<file path="config.mk">
export PLATFORM = sky130hd
export DESIGN_NAME = eps_port_select
export DESIGN_NICKNAME = d
export VERILOG_FILES = /design/src/shared/eps_pkg.sv /design/src/logic/eps_lamp_stretch.sv /design/src/logic/eps_port_select.sv
export SDC_FILE = /design/constraint.sdc
export NUM_CORES = 1
export LEC_CHECK = 0
export ABC_AREA = 0
export BUFFER_PORTS_ARGS = -buffer_cell sky130_fd_sc_hd__buf_2
export CAP_MARGIN = 20
export CORE_MARGIN = 2
export CORE_UTILIZATION = 35
export CTS_BUF_LIST = sky130_fd_sc_hd__clkbuf_16
export DETAILED_ROUTE_END_ITERATION = 12
export GPL_ROUTABILITY_DRIVEN = 0
export HOLD_SLACK_MARGIN = 0.02
export PLACE_DENSITY = 0.54
export SLEW_MARGIN = 25
export SYNTH_ARGS = -nofsm -noshare
export SYNTH_HDL_FRONTEND = slang
export SYNTH_HIERARCHICAL = 1
export SYNTH_SLANG_ARGS = --single-unit
</file>
<file path="constraint.sdc">
create_clock -name clk_sys_i -period 3.3 [get_ports clk_sys_i]
set_clock_uncertainty 0.15 [all_clocks]
set_input_delay 0.165 -clock clk_sys_i [delete_from_list [all_inputs] [get_ports clk_sys_i]]
set_output_delay 0.165 -clock clk_sys_i [all_outputs]
set_load 0.03 [all_outputs]
</file>
<file path="src/shared/eps_pkg.sv">
// eps_pkg: constants shared by the port-select and lamp logic.
// assumes a 10 MHz module clock; all counts derive from it.
package eps_pkg;

  // clock and times
  localparam int EPS_CLK_HZ        = 10_000_000;
  localparam int EPS_CYC_PER_MS    = EPS_CLK_HZ / 1000;
  localparam int EPS_LINK_LOSS_MS  = 100;
  localparam int EPS_SLOW_HALF_MS  = 500;
  localparam int EPS_FAST_HALF_MS  = 100;
  localparam int EPS_STRETCH_MS    = 50;
  localparam int EPS_LINK_LOSS_CYC = EPS_LINK_LOSS_MS * EPS_CYC_PER_MS;
  localparam int EPS_SLOW_HALF_CYC = EPS_SLOW_HALF_MS * EPS_CYC_PER_MS;
  localparam int EPS_FAST_HALF_CYC = EPS_FAST_HALF_MS * EPS_CYC_PER_MS;
  localparam int EPS_STRETCH_CYC   = EPS_STRETCH_MS * EPS_CYC_PER_MS;

  // register port
  localparam int EPS_ADDR_W = 4;
  localparam int EPS_DATA_W = 16;
  localparam logic [EPS_ADDR_W-1:0] EPS_REG_CTRL   = 4'h0;
  localparam logic [EPS_ADDR_W-1:0] EPS_REG_STATUS = 4'h1;
  localparam logic [EPS_ADDR_W-1:0] EPS_REG_EVENT  = 4'h2;
  localparam logic [EPS_ADDR_W-1:0] EPS_REG_MASK   = 4'h3;

  // control fields
  localparam int EPS_CTRL_W         = 2;
  localparam int EPS_CTRL_FAULT     = 0;
  localparam int EPS_CTRL_PARAM_BAD = 1;
  localparam logic [EPS_CTRL_W-1:0] EPS_CTRL_RST = 2'h0;

  // module status word fields
  localparam int EPS_ST_LINK_OK = 0;
  localparam int EPS_ST_POL_REV = 1;
  localparam int EPS_ST_AUI_SEL = 6;

  // event bits
  localparam int EPS_EV_W       = 4;
  localparam int EPS_EV_TO_AUI  = 0;
  localparam int EPS_EV_TO_TP   = 1;
  localparam int EPS_EV_POL     = 2;
  localparam int EPS_EV_COL     = 3;
  localparam logic [EPS_EV_W-1:0] EPS_EV_RST   = 4'h0;
  localparam logic [EPS_EV_W-1:0] EPS_MASK_RST = 4'h0;

  // synchronised pin indices
  localparam int EPS_NPIN     = 12;
  localparam int EPS_P_LINK   = 0;
  localparam int EPS_P_POL    = 1;
  localparam int EPS_P_RXD    = 2;
  localparam int EPS_P_TP_ACT = 3;
  localparam int EPS_P_AU_ACT = 4;
  localparam int EPS_P_TP_COL = 5;
  localparam int EPS_P_AU_COL = 6;
  localparam int EPS_P_S1_TX  = 7;
  localparam int EPS_P_S2_TX  = 8;
  localparam int EPS_P_ET_TX  = 9;
  localparam int EPS_P_S1_RX  = 10;
  localparam int EPS_P_S2_RX  = 11;

  // stretched lamps: 0..2 transmit, 3..5 receive, 6 collision
  localparam int EPS_NLAMP = 7;
  localparam int EPS_L_COL = 6;

  typedef enum logic [0:0] {
    EPS_SEL_TP  = 1'b0,
    EPS_SEL_AUI = 1'b1
  } eps_sel_t;

endpackage

</file>
<file path="src/logic/eps_lamp_stretch.sv">
// eps_lamp_stretch: holds a lamp on for a visible time after an event.
// assumes ev_i is already synchronous to clk_sys_i.
`timescale 1ns/10ps
module eps_lamp_stretch import eps_pkg::*; #(
  parameter int STRETCH = EPS_STRETCH_CYC
) (
  // clock and reset
  input  wire logic clk_sys_i,
  input  wire logic rst_i,
  // event and lamp
  input  wire logic ev_i,
  output logic      lamp_o
);

  localparam int W = $clog2(STRETCH + 1);

  initial begin
    if (STRETCH < 2) begin
      $error("STRETCH must be at least 2");
    end
  end

  logic [W-1:0] cnt;
  logic [W-1:0] next_cnt;
  logic         next_lamp;

  always_comb begin
    next_cnt  = cnt;
    next_lamp = 1'b0;
    if (ev_i) begin
      next_cnt = W'(STRETCH);
    end else if (cnt != '0) begin
      next_cnt = cnt - W'(1);
    end
    next_lamp = ev_i | (cnt > W'(1));
  end

  always_ff @(posedge clk_sys_i or posedge rst_i) begin
    if (rst_i) begin
      cnt    <= '0;
      lamp_o <= 1'b0;
    end else begin
      cnt    <= next_cnt;
      lamp_o <= next_lamp;
    end
  end
endmodule

</file>
<file path="src/logic/eps_port_select.sv">
// eps_port_select: Ethernet attachment choice, status word and lamps.
// assumes asynchronous pins and a register master on clk_sys_i.
// How it works
// - exactly one attachment active always
// - link beat present selects twisted pair
// - no link beat switches to AUI
// - returning link beat switches back
// - status bit 6 set when AUI
// - health lamp steady, slow or rapid
// - transmit lamps per port
// - receive lamps per port
// - Ethernet receive lamp on activity of the active attachment
// - link lamp needs beat and TP selected
// - AUI lamp follows AUI selection
// - polarity lamp and automatic inversion fix
// - collision lamp on active attachment
//
// The placing of the registers and strobed register access were left to the implementer.
`timescale 1ns/10ps
module eps_port_select import eps_pkg::*; #(
  parameter int LINK_LOSS_CYC = EPS_LINK_LOSS_CYC,
  parameter int SLOW_HALF_CYC = EPS_SLOW_HALF_CYC,
  parameter int FAST_HALF_CYC = EPS_FAST_HALF_CYC,
  parameter int STRETCH_CYC   = EPS_STRETCH_CYC
) (
  // clock and reset
  input  wire logic                  clk_sys_i,
  input  wire logic                  rst_i,
  // register port
  input  wire logic [EPS_ADDR_W-1:0] reg_addr_i,
  input  wire logic [EPS_DATA_W-1:0] reg_wdata_i,
  input  wire logic                  reg_wr_i,
  input  wire logic                  reg_rd_i,
  output logic      [EPS_DATA_W-1:0] reg_rdata_o,
  output logic                       irq_o,
  // twisted-pair and AUI pins
  input  wire logic                  link_pulse_i,
  input  wire logic                  tp_pol_rev_i,
  input  wire logic                  tp_rxd_i,
  input  wire logic                  tp_act_i,
  input  wire logic                  aui_act_i,
  input  wire logic                  tp_col_i,
  input  wire logic                  aui_col_i,
  output logic                       tp_sel_o,
  output logic                       aui_sel_o,
  output logic                       tp_rxd_o,
  // traffic pins
  input  wire logic                  ser1_tx_i,
  input  wire logic                  ser2_tx_i,
  input  wire logic                  eth_tx_i,
  input  wire logic                  ser1_rx_i,
  input  wire logic                  ser2_rx_i,
  // lamps
  output logic                       health_lamp_o,
  output logic      [2:0]            transmit_lamp_o,
  output logic      [2:0]            receive_lamp_o,
  output logic                       link_pulse_lamp_o,
  output logic                       aui_lamp_o,
  output logic                       polarity_swap_lamp_o,
  output logic                       collision_lamp_o
);

  localparam int LW = $clog2(LINK_LOSS_CYC + 1);
  localparam int SW = $clog2(SLOW_HALF_CYC + 1);
  localparam int FW = $clog2(FAST_HALF_CYC + 1);

  initial begin
    if (FAST_HALF_CYC < 1 || SLOW_HALF_CYC <= FAST_HALF_CYC) begin
      $error("blink half periods must be distinct, slow above fast");
    end
    if (LINK_LOSS_CYC < 2 || STRETCH_CYC < 2) begin
      $error("link loss and stretch counts must be at least 2");
    end
  end

  function automatic logic pick(input eps_sel_t s, input logic tp,
                                input logic au);
    pick = (s == EPS_SEL_AUI) ? au : tp;
  endfunction

  // pin synchronisers
  logic [EPS_NPIN-1:0] pin_raw;
  logic [EPS_NPIN-1:0] pin_m;
  logic [EPS_NPIN-1:0] pin_s;
  logic                link_d;

  assign pin_raw = {ser2_rx_i, ser1_rx_i, eth_tx_i, ser2_tx_i, ser1_tx_i,
                    aui_col_i, tp_col_i, aui_act_i, tp_act_i, tp_rxd_i,
                    tp_pol_rev_i, link_pulse_i};

  always_ff @(posedge clk_sys_i or posedge rst_i) begin
    if (rst_i) begin
      pin_m  <= '0;
      pin_s  <= '0;
      link_d <= 1'b0;
    end else begin
      pin_m  <= pin_raw;
      pin_s  <= pin_m;
      link_d <= pin_s[EPS_P_LINK];
    end
  end

  // link beat watchdog and attachment choice
  logic [LW-1:0] link_cnt;
  logic [LW-1:0] next_link_cnt;
  logic          link_ok;
  eps_sel_t      sel;
  eps_sel_t      next_sel;

  assign link_ok = (link_cnt != '0);

  always_comb begin
    next_link_cnt = link_cnt;
    if (pin_s[EPS_P_LINK] && !link_d) begin
      next_link_cnt = LW'(LINK_LOSS_CYC);
    end else if (link_ok) begin
      next_link_cnt = link_cnt - LW'(1);
    end
    next_sel = sel;
    case (sel)
      EPS_SEL_AUI: begin
        if (link_ok) begin
          next_sel = EPS_SEL_TP;
        end
      end
      EPS_SEL_TP: begin
        if (!link_ok) begin
          next_sel = EPS_SEL_AUI;
        end
      end
      default: begin
        next_sel = EPS_SEL_AUI;
      end
    endcase
  end

  always_ff @(posedge clk_sys_i or posedge rst_i) begin
    if (rst_i) begin
      link_cnt <= '0;
      sel      <= EPS_SEL_AUI;
    end else begin
      link_cnt <= next_link_cnt;
      sel      <= next_sel;
    end
  end

  assign aui_sel_o = (sel == EPS_SEL_AUI);
  assign tp_sel_o  = ~aui_sel_o;
  assign aui_lamp_o = aui_sel_o;

  // polarity fix, link lamp, blink phases, health lamp
  logic [SW-1:0] slow_cnt;
  logic [SW-1:0] next_slow_cnt;
  logic [FW-1:0] fast_cnt;
  logic [FW-1:0] next_fast_cnt;
  logic          slow_ph;
  logic          next_slow_ph;
  logic          fast_ph;
  logic          next_fast_ph;
  logic          next_rxd;
  logic          next_pol_lamp;
  logic          next_link_lamp;
  logic          next_health;
  logic [EPS_CTRL_W-1:0] ctrl;

  always_comb begin
    next_rxd      = pin_s[EPS_P_RXD] ^ pin_s[EPS_P_POL];
    next_pol_lamp = pin_s[EPS_P_POL];
    next_link_lamp = link_ok & (next_sel == EPS_SEL_TP);
    next_slow_cnt = slow_cnt - SW'(1);
    next_slow_ph  = slow_ph;
    if (slow_cnt == '0) begin
      next_slow_cnt = SW'(SLOW_HALF_CYC - 1);
      next_slow_ph  = ~slow_ph;
    end
    next_fast_cnt = fast_cnt - FW'(1);
    next_fast_ph  = fast_ph;
    if (fast_cnt == '0) begin
      next_fast_cnt = FW'(FAST_HALF_CYC - 1);
      next_fast_ph  = ~fast_ph;
    end
    if (ctrl[EPS_CTRL_FAULT]) begin
      next_health = next_slow_ph;
    end else if (ctrl[EPS_CTRL_PARAM_BAD]) begin
      next_health = next_fast_ph;
    end else begin
      next_health = 1'b1;
    end
  end

  always_ff @(posedge clk_sys_i or posedge rst_i) begin
    if (rst_i) begin
      slow_cnt             <= '0;
      fast_cnt             <= '0;
      slow_ph              <= 1'b0;
      fast_ph              <= 1'b0;
      tp_rxd_o             <= 1'b0;
      polarity_swap_lamp_o <= 1'b0;
      link_pulse_lamp_o    <= 1'b0;
      health_lamp_o        <= 1'b0;
    end else begin
      slow_cnt             <= next_slow_cnt;
      fast_cnt             <= next_fast_cnt;
      slow_ph              <= next_slow_ph;
      fast_ph              <= next_fast_ph;
      tp_rxd_o             <= next_rxd;
      polarity_swap_lamp_o <= next_pol_lamp;
      link_pulse_lamp_o    <= next_link_lamp;
      health_lamp_o        <= next_health;
    end
  end

  // stretched activity lamps
  logic [EPS_NLAMP-1:0] lamp_ev;
  logic [EPS_NLAMP-1:0] lamp_q;
  logic                 col_act;

  assign col_act = pick(sel, pin_s[EPS_P_TP_COL], pin_s[EPS_P_AU_COL]);
  assign lamp_ev = {col_act,
                    pick(sel, pin_s[EPS_P_TP_ACT], pin_s[EPS_P_AU_ACT]),
                    pin_s[EPS_P_S2_RX], pin_s[EPS_P_S1_RX],
                    pin_s[EPS_P_ET_TX], pin_s[EPS_P_S2_TX],
                    pin_s[EPS_P_S1_TX]};

  for (genvar i = 0; i < EPS_NLAMP; i++) begin : g_lamp
    eps_lamp_stretch #(
      .STRETCH (STRETCH_CYC)
    ) u_str (
      .clk_sys_i (clk_sys_i),
      .rst_i     (rst_i),
      .ev_i      (lamp_ev[i]),
      .lamp_o    (lamp_q[i])
    );
  end

  assign transmit_lamp_o  = lamp_q[2:0];
  assign receive_lamp_o   = lamp_q[5:3];
  assign collision_lamp_o = lamp_q[EPS_L_COL];

  // registers, events and interrupt
  logic [EPS_CTRL_W-1:0] next_ctrl;
  logic [EPS_EV_W-1:0]   evt;
  logic [EPS_EV_W-1:0]   next_evt;
  logic [EPS_EV_W-1:0]   evt_set;
  logic [EPS_EV_W-1:0]   mask;
  logic [EPS_EV_W-1:0]   next_mask;
  logic [EPS_DATA_W-1:0] status_word;
  logic [EPS_DATA_W-1:0] next_rdata;

  always_comb begin
    evt_set = '0;
    evt_set[EPS_EV_TO_AUI] = (sel == EPS_SEL_TP) && (next_sel == EPS_SEL_AUI);
    evt_set[EPS_EV_TO_TP]  = (sel == EPS_SEL_AUI) && (next_sel == EPS_SEL_TP);
    evt_set[EPS_EV_POL]    = next_pol_lamp & ~polarity_swap_lamp_o;
    evt_set[EPS_EV_COL]    = col_act;
    status_word = '0;
    status_word[EPS_ST_LINK_OK] = link_ok;
    status_word[EPS_ST_POL_REV] = polarity_swap_lamp_o;
    status_word[EPS_ST_AUI_SEL] = aui_sel_o;
    next_ctrl  = ctrl;
    next_mask  = mask;
    next_evt   = evt;
    next_rdata = '0;
    if (reg_wr_i && reg_addr_i == EPS_REG_CTRL) begin
      next_ctrl = reg_wdata_i[EPS_CTRL_W-1:0];
    end
    if (reg_wr_i && reg_addr_i == EPS_REG_MASK) begin
      next_mask = reg_wdata_i[EPS_EV_W-1:0];
    end
    if (reg_rd_i) begin
      case (reg_addr_i)
        EPS_REG_CTRL: begin
          next_rdata = {{(EPS_DATA_W-EPS_CTRL_W){1'b0}}, ctrl};
        end
        EPS_REG_STATUS: begin
          next_rdata = status_word;
        end
        EPS_REG_EVENT: begin
          next_rdata = {{(EPS_DATA_W-EPS_EV_W){1'b0}}, evt};
          next_evt   = '0;
        end
        EPS_REG_MASK: begin
          next_rdata = {{(EPS_DATA_W-EPS_EV_W){1'b0}}, mask};
        end
        default: begin
          next_rdata = '0;
        end
      endcase
    end
    // a new event wins over the read clear
    next_evt = next_evt | evt_set;
  end

  always_ff @(posedge clk_sys_i or posedge rst_i) begin
    if (rst_i) begin
      ctrl        <= EPS_CTRL_RST;
      mask        <= EPS_MASK_RST;
      evt         <= EPS_EV_RST;
      reg_rdata_o <= '0;
    end else begin
      ctrl        <= next_ctrl;
      mask        <= next_mask;
      evt         <= next_evt;
      reg_rdata_o <= next_rdata;
    end
  end

  assign irq_o = |(evt & mask);
endmodule

</file>
==> reports/metrics.yaml <==
status: "complete, no violations"
cts_max_level: 1
final_common_cell: "dfrtp_1"
critPathCaptureType: "register"
core_um2: 37800
worstSetupPathType: "reg -> reg"
clkSinkCount: 250
cts_buffer_depth: 3
die_y_um: 200
drc_errors: 0
overflow: 0
grt_setup_unrepaired: "no"
fin_ws_ns: 0.336
reg2reg_slack_ns: 0.34
pwr_density_cell_nw_per_um2: 519
slowest_stage: "dlygate4sd3_1"
hold_start: "tp_rxd_i"
period_minus_slack_ns: 2.96
die_x_um: 200
synth_area_leaders: "dfrtp_1 46%, nor2_1 5.3%, nor2b_1 3.4%"
clk_latency_ns: 0.57
worst_pin_slew_ns: 0.976
grt_pass1_wl_um: 47100
n_antenna_cell: 0
final_cell_mix: "248 x dfrtp_1, 190 x nor2_1, 80 x nand2_1"
cts-root-buf: "clkbuf_16"
io_pins: 67
dr.pass1.iters: 4
slew_headroom: 0.349
die_area_um2: 40100
p_leak_nw: 6.00
dp_slack_ns: 0.647
post-route-util: 0.405
r2r-end: "reg_rdata_o[0]"
crit_path_start: "link_cnt[3]"
layout.nets: 1439
synth_edf_count: 0
ys_seq_area_frac: 0.464
path_clk_slew_ns: 0.06
antenna_found_initial: 0
area_growth_pct: 13.6
synth_cell_type_count: 70
cts_buffers: 29
ir_worst_vdd_mv: 0.459
setup_viol: 0
port_buffers: 43
syn_inst: 1330
timing.fmax_mhz: 337
grt_usage: 0.135
required_ns: 3.60
synth_area_um2: 13500
async_reset_ff_frac: 1.00
postRouteAntennaNets: 0
synth_top_area_cell: "dfrtp_1"
num_vias: 9778
maxSlewViolCount: 0
drt_wl_total_um: 26800
dpl.hpwl_um: 17100
fin_crit_sh: 0.898
grt_pass1_vias: 9544
drt_iter0_drc: 409
rr_startpoint: "link_cnt[3]"
setup_tns_ns: 0
critPathMaxStageDelay_ns: 0.56
cpLargestDelayFamily: "simple AND/OR/NAND/NOR gates"
num_rows: 71
initial_core_util: 0.357
reg2regPathDepth: 6
synth-seq-cells: 250
drive_gt1_frac: 0.158
grt_max_degree: 56
hold_viol_final: 0
critical_path.startpoint_type: "register"
maxCapViolCount: 0
hold_path.class: "in -> reg"
path_max_fanout: 9
cp_common_cell: "and3_1"
path_buf_inv: 1
hold_end: "pin_m[2]"
crit_chain: "nor4_2 -> and3_1 -> nand2b_4 -> mux4_2 -> and3_1 -> dlygate4sd3_1"
yosysWarnings: 6
synthFlopType: "dfrtp_1"
via_per_inst: 5.10
cp.arrival_ns: 3.26
syn_area_per_cell_um2: 10.1
holdPathStages: 2
wl_per_cell_um: 14.0
synth_top_area_frac: 0.462
cts_tree: "built"
==> routing by layer <==
| metal | share of wire | global-route usage | vias up | routed length, um |
|---|---|---|---|---|
| met3 | 0.033 | 0.0254 | 37 | 877 |
| met4 | 0.020 | 0.0299 | 0 | 530 |
| li1 | - | - | 4896 | - |
| met2 | 0.46 | 0.217 | 108 | 12200 |
| met5 | 0 | 0 | - | 0 |
| met1 | 0.49 | 0.189 | 4737 | 13200 |
==> where the power goes <==
group	internal (mW)	switching [mW]	total, mW
clock	2.09	1.37	3.46
sequential	3.26	0.291	3.55
combinational	0.419	0.543	0.961
total	5.76	2.20	7.97
==> cells in the mapped netlist (3+ instances only) <==
library cell and count:
nand3_1 24, buf_8 6, nor2b_1 74, o211ai_1 3, a211oi_1 8, and3_1 6
nand2b_1 16, or3_1 13, nor3_1 60, xnor2_1 18, mux2i_1 40, or4_1 19
nand4_1 34, nor2_1 190, or4_4 7, a2111oi_0 5, mux2_2 25, xor2_1 24
a41o_1 8, o21ai_0 13, nand2_1 80, nor3_4 7, a21oi_1 70, nand4b_1 9
mux2_4 6, a21o_1 9, nor4_2 13, a2111oi_2 24, buf_2 11, a211o_1 7
clkbuf_1 24, buf_6 8, nor4_1 34, and4_1 7, mux2_1 19, o31ai_1 16
ha_1 19, a21oi_2 7, dfrtp_1 249, inv_1 36, or2_2 10, buf_4 19
and3_2 6, o41ai_1 14
==> stage by stage <==
stage          cells  power, mW  hold WS, ns  cell area (um2)
6_report        1918       7.97       0.0836            15300
5_1_grt         1918       8.41       0.0601            15300
4_1_cts         1918       8.11       0.0451            15300
3_5_place_dp    1832       4.53        0.125            14000
3_3_place_gp    1832       4.51        0.125            14000
2_1_floorplan   1340       4.32      -0.0212            13500
==> area by class of cell <==
type | instances | area [um2]
Clock inverter | 25 | 307
Timing Repair Buffer | 82 | 601
Tap cell | 511 | 639
Clock buffer | 29 | 726
Inverter | 36 | 138
Fill cell | 3731 | 22500
Multi-Input combinational cell | 985 | 6670
Sequential cell | 250 | 6260
==> sequential cells by signal (all words and copies together) (netlist names) <==
signal and cells:
g_lamp.u_str/cnt 133, slow_cnt 23, fast_cnt 20, link_cnt 20, pin_m 12, pin_s 12, g_lamp.u_str/lamp_o 7, reg_rdata_o 5
evt 4, mask 4, ctrl 2, aui_lamp_o 1, fast_ph 1, health_lamp_o 1, link_d 1, link_pulse_lamp_o 1
polarity_swap_lamp_o 1, slow_ph 1, tp_rxd_o 1
==> what timing repair did <==
action / CTS / global route
setup buffers: 0 / 0
resized for setup: 0 / 0
hold buffers: 32 / 0
hold endpoints to repair: 220 / 0
==> worst max path at each step <==
stage,endpoint,cells past startpoint
2_1_floorplan,ctrl[0],1
3_3_place_gp,slow_cnt[21],6
3_5_place_dp,slow_cnt[21],6
4_1_cts,reg_rdata_o[0],6
5_1_grt,reg_rdata_o[0],6
6_report,reg_rdata_o[0],6
==> kinds of logic (layout without fill, tap and decap cells) <==
group,count (synthesis),in the layout,synth area share
AOI/OAI and AO/OA,193,193,0.111
muxes,92,92,0.0764
adders and majority gates,19,19,0.0176
buffers and inverters,105,172,0.0451
other,1,11,0.000278
xor gates and xnor gates,43,43,0.0285
and+or+nand+nor,627,627,0.258
DFF,250,250,0.464
No activity file was read; power rests on OpenSTA's default activity.
